<file path="src/fracn_defs.vh">
`ifndef FRACN_DEFS_VH
`define FRACN_DEFS_VH
`define WORD_W 24
`define ADDR_CFG 2'h0
`define ADDR_OUT 2'h1
`define ADDR_REF 2'h2
`define ADDR_DIV 2'h3
`define FRAC_LSB 2
`define FRAC_MSB 5
`define SWAL_LSB 6
`define SWAL_MSB 10
`define MAIN_LSB 11
`define MAIN_MSB 20
`define PRESC_BIT 21
`define POWER_DOWN_BIT_BIT 22
`define CRST_BIT 23
`define LOCK_DETECT_OUTPUT_SELECT_LSB 19
`define LOCK_DETECT_OUTPUT_SELECT_MSB 21
`define FMOD_BIT 22
`define PDT_BIT 21
`define MOD_LO 5'h0f
`define MOD_HI 5'h10
`define P_LO 6'h10
`define P_HI 6'h20
`endif

</file>
<file path="src/fracn_feedback_divider_ctl.v">
`timescale 1ns/1ns
`include "fracn_defs.vh"
// serial-programmed feedback divider of a fractional-N synthesizer.
// rf and reference inputs are pin-rate signals sampled on SYS_CLK;
// the prescaler is modelled as a count of rf edges.
module fracn_feedback_divider_ctl #(
  parameter REF_DIV = 16'h0003
) (
  input wire SYS_CLK,
  input wire SRST,
  input wire SER_CLK,
  input wire SER_DATA,
  input wire LATCH_ENABLE,
  input wire RF_DIVIDER_INPUT,
  input wire REFERENCE_INPUT_PIN,
  input wire CP_PULSE_ACTIVE,
  output reg FEEDBACK_OUT,
  output reg REFERENCE_OUT,
  output reg RF_INPUT_ENABLE,
  output reg REF_INPUT_ENABLE,
  output reg CP_OUTPUT_ENABLE,
  output reg PHASE_COMP_ENABLE,
  output reg POWERED_DOWN,
  output reg [9:0] MAIN_PROGRAMMABLE_COUNT,
  output reg [4:0] PULSE_SWALLOW_COUNT,
  output reg [3:0] FRACTIONAL_NUMERATOR,
  output reg PRESCALER_MODULUS_SELECT,
  output reg COUNTER_RESET_BIT,
  output reg FRACTIONAL_MODULUS_SELECT,
  output reg [2:0] LOCK_DETECT_OUTPUT_SELECT,
  output reg POWER_DOWN_TIMING_SELECT
);
  wire sclk_s;
  wire sdat_s;
  wire le_s;
  wire rf_s;
  wire ref_s;
  reg sclk_prev_q;
  reg le_prev_q;
  reg rf_prev_q;
  reg ref_prev_q;
  reg [`WORD_W-1:0] shift_q;
  reg power_down_bit_q;
  reg [15:0] ref_cnt_q;
  reg [5:0] pre_cnt_q;
  reg [9:0] main_cnt_q;
  reg [4:0] swal_cnt_q;
  reg [4:0] acc_q;
  reg extra_q;
  reg [4:0] acc_sum;
  reg [4:0] modulus;
  wire cp_s;
  wire run;
  wire sclk_rise;
  wire le_rise;
  wire rf_rise;
  wire ref_rise;
  wire [5:0] pre_mod;

  // pin inputs cross into SYS_CLK
  pin_sync u_sclk (.clk(SYS_CLK), .srst(SRST), .din(SER_CLK), .dout(sclk_s));
  pin_sync u_sdat (.clk(SYS_CLK), .srst(SRST), .din(SER_DATA), .dout(sdat_s));
  pin_sync u_le (.clk(SYS_CLK), .srst(SRST), .din(LATCH_ENABLE), .dout(le_s));
  pin_sync u_rf (.clk(SYS_CLK), .srst(SRST), .din(RF_DIVIDER_INPUT), .dout(rf_s));
  pin_sync u_ref (.clk(SYS_CLK), .srst(SRST), .din(REFERENCE_INPUT_PIN), .dout(ref_s));
  pin_sync u_cp (.clk(SYS_CLK), .srst(SRST), .din(CP_PULSE_ACTIVE), .dout(cp_s));

  assign sclk_rise = sclk_s & ~sclk_prev_q;
  assign le_rise = le_s & ~le_prev_q;
  // counters stop while powered down or in counter reset
  assign run = ~POWERED_DOWN & ~COUNTER_RESET_BIT;
  assign rf_rise = rf_s & ~rf_prev_q & run;
  assign ref_rise = ref_s & ~ref_prev_q & run;
  assign pre_mod = PRESCALER_MODULUS_SELECT ? `P_HI : `P_LO;

  // modulus and unwrapped accumulator sum
  always @* begin
    modulus = FRACTIONAL_MODULUS_SELECT ? `MOD_HI : `MOD_LO;
    acc_sum = acc_q + {1'b0, FRACTIONAL_NUMERATOR};
  end

  // edge history
  always @(posedge SYS_CLK) begin
    if (SRST) begin
      sclk_prev_q <= 1'b0;
      le_prev_q <= 1'b0;
      rf_prev_q <= 1'b0;
      ref_prev_q <= 1'b0;
    end else begin
      sclk_prev_q <= sclk_s;
      le_prev_q <= le_s;
      rf_prev_q <= rf_s;
      ref_prev_q <= ref_s;
    end
  end

  // serial port: msb first, address in the two lsbs; never gated by power-down
  always @(posedge SYS_CLK) begin
    if (SRST) begin
      shift_q <= {`WORD_W{1'b0}};
      MAIN_PROGRAMMABLE_COUNT <= 10'h003;
      PULSE_SWALLOW_COUNT <= 5'h00;
      FRACTIONAL_NUMERATOR <= 4'h0;
      PRESCALER_MODULUS_SELECT <= 1'b0;
      power_down_bit_q <= 1'b0;
      COUNTER_RESET_BIT <= 1'b0;
      FRACTIONAL_MODULUS_SELECT <= 1'b0;
      LOCK_DETECT_OUTPUT_SELECT <= 3'h0;
      POWER_DOWN_TIMING_SELECT <= 1'b0;
    end else begin
      if (sclk_rise) begin
        shift_q <= {shift_q[`WORD_W-2:0], sdat_s};
      end
      if (le_rise) begin
        case (shift_q[1:0])
          `ADDR_DIV: begin
            FRACTIONAL_NUMERATOR <= shift_q[`FRAC_MSB:`FRAC_LSB];
            PULSE_SWALLOW_COUNT <= shift_q[`SWAL_MSB:`SWAL_LSB];
            MAIN_PROGRAMMABLE_COUNT <= shift_q[`MAIN_MSB:`MAIN_LSB];
            PRESCALER_MODULUS_SELECT <= shift_q[`PRESC_BIT];
            power_down_bit_q <= shift_q[`POWER_DOWN_BIT_BIT];
            COUNTER_RESET_BIT <= shift_q[`CRST_BIT];
          end
          `ADDR_CFG: begin
            FRACTIONAL_MODULUS_SELECT <= shift_q[`FMOD_BIT];
            LOCK_DETECT_OUTPUT_SELECT <= shift_q[`LOCK_DETECT_OUTPUT_SELECT_MSB:`LOCK_DETECT_OUTPUT_SELECT_LSB];
          end
          `ADDR_OUT: begin
            POWER_DOWN_TIMING_SELECT <= shift_q[`PDT_BIT];
          end
          default: begin
            // reference word is not latched; REF_DIV is a fixed parameter
          end
        endcase
      end
    end
  end

  // power-down entry: immediate, or after the pump pulse ends in sync mode
  always @(posedge SYS_CLK) begin
    if (SRST) begin
      POWERED_DOWN <= 1'b0;
    end else if (!power_down_bit_q) begin
      POWERED_DOWN <= 1'b0;
    end else if (!POWER_DOWN_TIMING_SELECT) begin
      POWERED_DOWN <= 1'b1;
    end else if (!POWERED_DOWN) begin
      // a pulse ending, or no pulse at all, lets power-down in
      if (!cp_s) begin
        POWERED_DOWN <= 1'b1;
      end
    end
  end

  // enables of the floating pins follow power-down
  always @(posedge SYS_CLK) begin
    if (SRST) begin
      RF_INPUT_ENABLE <= 1'b1;
      REF_INPUT_ENABLE <= 1'b1;
      CP_OUTPUT_ENABLE <= 1'b1;
      PHASE_COMP_ENABLE <= 1'b1;
    end else begin
      RF_INPUT_ENABLE <= ~POWERED_DOWN;
      REF_INPUT_ENABLE <= ~POWERED_DOWN;
      CP_OUTPUT_ENABLE <= ~POWERED_DOWN;
      PHASE_COMP_ENABLE <= ~POWERED_DOWN;
    end
  end

  // reference counter; reset alongside the feedback chain
  always @(posedge SYS_CLK) begin
    if (SRST || COUNTER_RESET_BIT) begin
      ref_cnt_q <= 16'h0000;
      REFERENCE_OUT <= 1'b0;
    end else begin
      REFERENCE_OUT <= 1'b0;
      if (ref_rise) begin
        if (ref_cnt_q >= REF_DIV - 16'h0001) begin
          ref_cnt_q <= 16'h0000;
          REFERENCE_OUT <= 1'b1;
        end else begin
          ref_cnt_q <= ref_cnt_q + 16'h0001;
        end
      end
    end
  end

  // pulse-swallow feedback chain: P+1 rf edges while swallow runs, P after.
  // all state clears on counter reset so restart lines up with the reference
  always @(posedge SYS_CLK) begin
    if (SRST || COUNTER_RESET_BIT) begin
      pre_cnt_q <= 6'h00;
      main_cnt_q <= 10'h000;
      swal_cnt_q <= 5'h00;
      acc_q <= 5'h00;
      extra_q <= 1'b0;
      FEEDBACK_OUT <= 1'b0;
    end else begin
      FEEDBACK_OUT <= 1'b0;
      if (rf_rise) begin
        // one prescaler cycle is P, P+1 while swallowing, +1 on overflow
        if (pre_cnt_q < pre_mod - 6'h01 + {5'h00, swal_cnt_q != 5'h00}
            + {5'h00, extra_q}) begin
          pre_cnt_q <= pre_cnt_q + 6'h01;
        end else begin
          pre_cnt_q <= 6'h00;
          extra_q <= 1'b0;
          if (swal_cnt_q != 5'h00) begin
            swal_cnt_q <= swal_cnt_q - 5'h01;
          end
          if (main_cnt_q >= MAIN_PROGRAMMABLE_COUNT - 10'h001) begin
            main_cnt_q <= 10'h000;
            swal_cnt_q <= PULSE_SWALLOW_COUNT;
            FEEDBACK_OUT <= 1'b1;
            // fractional step once per feedback period
            if (acc_sum >= modulus) begin
              acc_q <= acc_sum - modulus;
              extra_q <= 1'b1;
            end else begin
              acc_q <= acc_sum;
            end
          end else begin
            main_cnt_q <= main_cnt_q + 10'h001;
          end
        end
      end
    end
  end
endmodule // fracn_feedback_divider_ctl

</file>
<file path="src/pin_sync.v">
`timescale 1ns/1ns
// three-stage synchroniser; a change counts when stages two and three agree
module pin_sync (
  input wire clk,
  input wire srst,
  input wire din,
  output reg dout
);
  reg s1_q;
  reg s2_q;
  reg s3_q;
  // s1 only feeds s2 so metastability cannot leak into logic
  always @(posedge clk) begin
    if (srst) begin
      s1_q <= 1'b0;
      s2_q <= 1'b0;
      s3_q <= 1'b0;
      dout <= 1'b0;
    end else begin
      s1_q <= din;
      s2_q <= s1_q;
      s3_q <= s2_q;
      if (s2_q == s3_q) begin
        dout <= s3_q;
      end
    end
  end
endmodule // pin_sync

</file>
<file path="config.mk">
export PLATFORM = sky130hd
export DESIGN_NAME = fracn_feedback_divider_ctl
export DESIGN_NICKNAME = d
export VERILOG_FILES = /design/src/fracn_feedback_divider_ctl.v /design/src/pin_sync.v
export VERILOG_INCLUDE_DIRS = /design/src /design/src/src
export SDC_FILE = /design/constraint.sdc
export NUM_CORES = 1
export LEC_CHECK = 0
export BUFFER_PORTS_ARGS = -buffer_cell sky130_fd_sc_hd__buf_2
export CORE_ASPECT_RATIO = 0.5
export CORE_UTILIZATION = 54
export DETAILED_ROUTE_END_ITERATION = 8
export GPL_TIMING_DRIVEN = 0
export PLACE_DENSITY = 0.76
export SYNTH_ARGS = -nofsm -noshare
export SYNTH_HDL_FRONTEND = slang
export SYNTH_SLANG_ARGS = --single-unit
</file>
<file path="constraint.sdc">
create_clock -name SYS_CLK -period 2.85 [get_ports SYS_CLK]
set_input_delay 0.285 -clock SYS_CLK [delete_from_list [all_inputs] [get_ports SYS_CLK]]
set_output_delay 0.285 -clock SYS_CLK [all_outputs]
set_load 0.005 [all_outputs]
</file>
# == Word-level counts from Yosys, hierarchy flattened ==
# Cells that the tools add are included.
# word_totals
regBits,126
output_inout_bits,33
wordCells,115
# op_classes
add_sub_neg,10
magnitude_cmp,4
n_eq_ne,8
n_mux,15
bitwise_logic,17
n_reduce_logical,13
# op_table
operator,n
two-way mux 5 bit,4
"adder 16 x 1 -> 16 bit, second input constant",1
">= comparator 16 x 2 -> 1 bit, second input constant",1
two-way mux 16 bit,1
adder 6 x 1 -> 6 bit,2
two-way mux 6 bit,2
"adder 10 x 1 -> 10 bit, second input constant",1
>= comparator 10 bit,1
two-way mux 10 bit,1
NOT 1 bit,10
"subtractor 10 x 1 -> 10 bit, second input constant",1
AND reduction 2 bit,4
bitwise AND 1 bit,7
two-way mux 1 bit,7
"adder 6 x 1 -> 6 bit, second input constant",1
== test 1 bit,6
less-than comparator 6 bit,1
AND reduction 3 bit,2
"subtractor 6 x 1 -> 6 bit, second input constant",1
adder 5 x 4 -> 5 bit,1
>= comparator 5 bit,1
nonzero test 5 bit,1
"subtractor 5 x 1 -> 5 bit, second input constant",1
subtractor 5 bit,1
other kinds (7),8

# == Longest topological paths before layout ==
# logic_depth
word_depth,7
depth_mapped,16
ltp_nobuf,15

# == Hierarchy ==
# A second synthesis with hierarchy kept.
# hier_totals
cells_unflattened,620
area_unflattened_um2,5407.7
# modules_own_cells
module,n_inst,cells_each,area_each_um2,seq_area_each_um2
fracn_feedback_divider_ctl,1,560,4732.0,2042.0
pin_sync,6,10,112.6,80.1

# == Least setup slack after synthesis ==
# Ideal clock, no wire load.
# synth_timing
path_kind,register -> register
start,register swal_cnt_q[0]
end,register main_cnt_q[3]
setup_time_ns,0.128
arrival_time_ns,2.895
required_ns,2.722
path_slack_ns,-0.173
stages_incl_launch_ff,17
synth_period_minus_slack_ns,3.023
cell_sequence,dfxtp_1 -> inv_1 -> ha_1 -> nand2b_1 -> or2_2 -> nor2_1 -> ha_1 -> inv_1 -> ha_1 -> inv_1 -> ha_1 -> or3_1 -> o221a_2 -> buf_2 -> nand4_1 -> xor2_1 -> nor2_1
# synth_between
elab_chain_cells,6
# synth_lines
item,line,source
start: declaration,fracn_feedback_divider_ctl.v:47,reg [4:0] swal_cnt_q;
start signal: assignment,fracn_feedback_divider_ctl.v:209,swal_cnt_q <= swal_cnt_q - 5'h01;
nonzero test 5 bit,fracn_feedback_divider_ctl.v:202,"if (pre_cnt_q < pre_mod - 6'h01 + {5'h00, swal_cnt_q != 5'h00}"
adder 6 x 1 -> 6 bit,fracn_feedback_divider_ctl.v:202,
adder 6 x 1 -> 6 bit,fracn_feedback_divider_ctl.v:203,"+ {5'h00, extra_q}) begin"
less-than comparator 6 bit,fracn_feedback_divider_ctl.v:202,
NOT 1 bit (no line),--,
AND reduction 2 bit (no line),--,
end signal: assignment,fracn_feedback_divider_ctl.v:223,main_cnt_q <= main_cnt_q + 10'h001;
end: declaration,fracn_feedback_divider_ctl.v:46,reg [9:0] main_cnt_q;
# No other way between the ends.
# A chain may end at the register's enable or synchronous reset.

# == Final worst setup path ==
# layout_timing
start,register MAIN_PROGRAMMABLE_COUNT[0]
end,register swal_cnt_q[0]
# layout_between
elab_chain_cells,4
elab_cells_between_ends,5
cone_classes,add/sub: 1; order compare: 1; mux: 1; reduce/logical: 2
# layout_lines
item,line,source
start: declaration,fracn_feedback_divider_ctl.v:24,"output reg [9:0] MAIN_PROGRAMMABLE_COUNT,"
start signal: assignment,fracn_feedback_divider_ctl.v:119,MAIN_PROGRAMMABLE_COUNT <= shift_q[`MAIN_MSB:`MAIN_LSB];
subtractor 10 x 1 -> 10 bit (*),fracn_feedback_divider_ctl.v:211,if (main_cnt_q >= MAIN_PROGRAMMABLE_COUNT - 10'h001) begin
>= comparator 10 bit (*),fracn_feedback_divider_ctl.v:211,
nonzero test 2 bit (no line),--,
AND reduction 3 bit (no line),--,
# Every way passes the cells marked *; elsewhere a longest branch is shown, timed or not.

==> qor.yml <==
status:
  status: "finished, violations left"
  violations: "DRC, setup timing"
clock_network:
  cts_max_level: 4
  root_buffer: "clkbuf_16"
  tritoncts: "yes"
  cts.sinks: 126
  cts_made_buffers: 17
  clk-insertion-delay-late_ns: 0.42
  holdBufCountCts: 0
  cts_buffer_depth: 2
  cts.clk_slew.worst_paths_ns: 0.06
grt:
  grt_max_degree: 17
  groute.usage.overall_pct: 34.05
  grt_pass1_vias: 5153
  grt-ovfl-total: 0
  antenna_found_initial: 0
  grt_pass1_wl_mm: 26.57
critical_path:
  arrival_ns: 3.55
  startpoint_type: "register"
  ff2ff_setup_slack_ns: -0.43
  crit_type: "reg -> reg"
  required_ns: 3.12
  endpoint_kind: "register"
  crit_path_max_fanout: 5
floorplanning:
  initial_core_util_pct: 56.44
  die_h_um: 72.73
  ios: 41
  die_w_um: 143.5
  die-area_um2: 10430
  core.rowCount: 25
  core_um2: 9572
power:
  swShare_pct: 23.69
  p_sw_uw: 959.6
  p_leak_uw: 0.002923
  clockPowerShare_pct: 54.6
  p_int_uw: 3091
  p_per_area_nw_per_um2: 552.5
  p_seq_share_pct: 43.8
  ir_drop_mv: 0.4729
  combPwrFrac_pct: 1.6
place:
  port-buffer-count: 40
  hpwl_mm: 8.096
  place.gp.congestion: 0.8289
  place_inst: 790
  dp_slack_ns: -0.4898
route:
  drc: 5
  wire_per_inst_um: 21.55
  antenna_left: 0
  routed-wl-met3_mm: 2.126
  top_layer_used: "met4"
  vias: 5528
  drt_iter0_markers: 811
  viasPerCell: 6.218
  dr_wl_met2_mm: 8.294
  wl_met1_mm: 7.318
  routed_wl_mm: 19.16
  drt_first_pass_iters: 9
worst_hold_path:
  hold_class: "in -> reg"
synthesis:
  syn_avg_cell_area_um2: 8.785
  synth_area_um2: 5403
  synth-simple-area-share_pct: 22.02
  netlist_instances: 615
  ys_seq_area_share_pct: 46.69
  ys_ff_latch: 126
  ys_warn_count: 0
  yosys.area_share.xor_xnor_pct: 5.188
  synthAdderAreaFrac_pct: 8.152
  synth.distinct_cells: 44
  synthFlopType: "dfxtp_1"
  synthArstFlopShare_pct: 0
  synth_mux_area_share_pct: 2.223
  synth-compound-area-share_pct: 12.37
  synth_top_family_by_area: "simple AND/OR/NAND/NOR gates"
  synthesis.nets: 657
  synth_edf_count: 0
sta:
  maxSlewHeadroom_pct: 3.036
  worstMarginPinSlew_ns: 1.449
  rsz0062_at_grt: "true"
  setup_ws_ns: -0.4280
  fmax_mhz: 305.1
  min_period_over_period_pct: 115.0
  finalCriticalPeriod_ns: 3.278
  drv_slew: 0
  finalHoldViolCount: 0
  clock_skew_ns: 0.008926
  setup_viol: 28
flow_run:
  max_cap_violations: 0
cells_and_area:
  area_growth_pct: 35.71
  utilization_pct: 76.60
  fin_nets: 783
  antennaDiodeCount: 0
  layout_commonest_cell: "dfxtp_1"
  layout_common_cells: "dfxtp_1 (120), nand2_1 (112), a21oi_1 (65)"
  layout-drive-gt1-share_pct: 28.12
  final_cells: 889
## cell families (layout without fill, tap and decap cells)
| group | count (synthesis) | after routing |
|---|---|---|
| AO/OA/AOI/OAI | 113 | 115 |
| XOR/XNOR | 32 | 32 |
| adder cells (fa/ha/maj) | 34 | 34 |
| flip-flops | 126 | 126 |
| multiplexers | 12 | 12 |
| AND/OR/NAND/NOR | 253 | 253 |
| buffers and inverters | 45 | 182 |
## cell usage after synthesis, types with 5 or more instances
| cell type | n | area (um^2) |
|---|---|---|
| nor2_1 | 52 | 195.2 |
| nor3_1 | 6 | 30.03 |
| nor2b_1 | 24 | 150.1 |
| nor4_1 | 7 | 43.79 |
| nand2_1 | 115 | 431.7 |
| a21oi_1 | 70 | 350.3 |
| o21ai_0 | 12 | 60.06 |
| dfxtp_1 | 126 | 2522 |
| xor2_1 | 15 | 131.4 |
| nand3_1 | 12 | 60.06 |
| nand2b_1 | 5 | 31.28 |
| nand4_1 | 12 | 75.07 |
| inv_1 | 21 | 78.83 |
| clkbuf_1 | 20 | 75.07 |
| a21o_1 | 5 | 37.54 |
| mux2i_1 | 12 | 120.1 |
| ha_1 | 32 | 400.4 |
| xnor2_1 | 17 | 148.9 |
## path summary, 6_finish.rpt
kind / end / cells after the start / start
hold / removal: u_le.s1_q / 2 / LATCH_ENABLE
hold reg to reg: u_sdat.s2_q / 1 / u_sdat.s1_q
setup / recovery: swal_cnt_q[0] / 13 / MAIN_PROGRAMMABLE_COUNT[0]
setup reg to reg: swal_cnt_q[0] / 13 / MAIN_PROGRAMMABLE_COUNT[0]
## state kept, by name, summed over array words and instances, names as in the netlist, 3 cells and up
signal,flops
shift_q,24
PULSE_SWALLOW_COUNT,5
LOCK_DETECT_OUTPUT_SELECT,3
acc_q,5
FRACTIONAL_NUMERATOR,4
MAIN_PROGRAMMABLE_COUNT,10
main_cnt_q,10
pre_cnt_q,6
ref_cnt_q,16
swal_cnt_q,5
## routing by layer
layer / track usage, % / up-vias
li1: - / 2351
met1: 38.40 / 2564
met2: 55.18 / 453
met3: 11.22 / 160
met4: 24.82 / 0
met5: 0 / -
## layout make-up
class,count,area [um^2]
Buffer,24,108.9
Clock buffer,17,425.4
Clock inverter,15,162.7
Fill cell,593,2240
Inverter,21,88.84
Multi-Input combinational cell,446,3117
Sequential cell,126,2532
Tap cell,135,168.9
Timing Repair Buffer,105,728.2
## worst max-delay path, stage by stage (launching register included)
cell	delay, ns
dfxtp_4	0.36
inv_4	0.07
ha_4	0.15
nand2_4	0.04
or3_4	0.34
or3_4	0.35
xor2_2	0.16
ha_1	0.24
a211o_1	0.26
a21oi_2	0.20
o31ai_4	0.12
nor2_4	0.24
a21oi_1	0.16
o32ai_1	0.42
## what timing repair did
action	CTS	global route
cloned	3	0
hold endpoints to repair	0	0
setup endpoints to repair	28	28
pin swaps	31	36
buffers inserted	59	5
resized for setup	55	33
## power by group through the flow
stage	Combinational, uW	Sequential (uW)	Clock, uW
floorplan	35.2	1810	0
global placement	54.0	1810	0
detailed placement	54.9	1810	0
CTS	58.0	1780	2170
global route	67.6	1780	2280
finish	64.0	1770	2210
## per-stage QoR
step                      hold slack, ns  setup TNS (ns)  instance area, um^2  power (uW)
after floorplan                   0.4132       -0.004947                 5480        1849
after global placement            0.4171          -6.521                 5849        1868
after detailed placement          0.4258          -8.245                 5849        1870
after CTS                        0.08024         -0.9851                 7143        4003
after global routing             0.07715          -8.554                 7332        4127
final                            0.07669          -7.110                 7332        4051
Power figures use the tool's default switching activity.
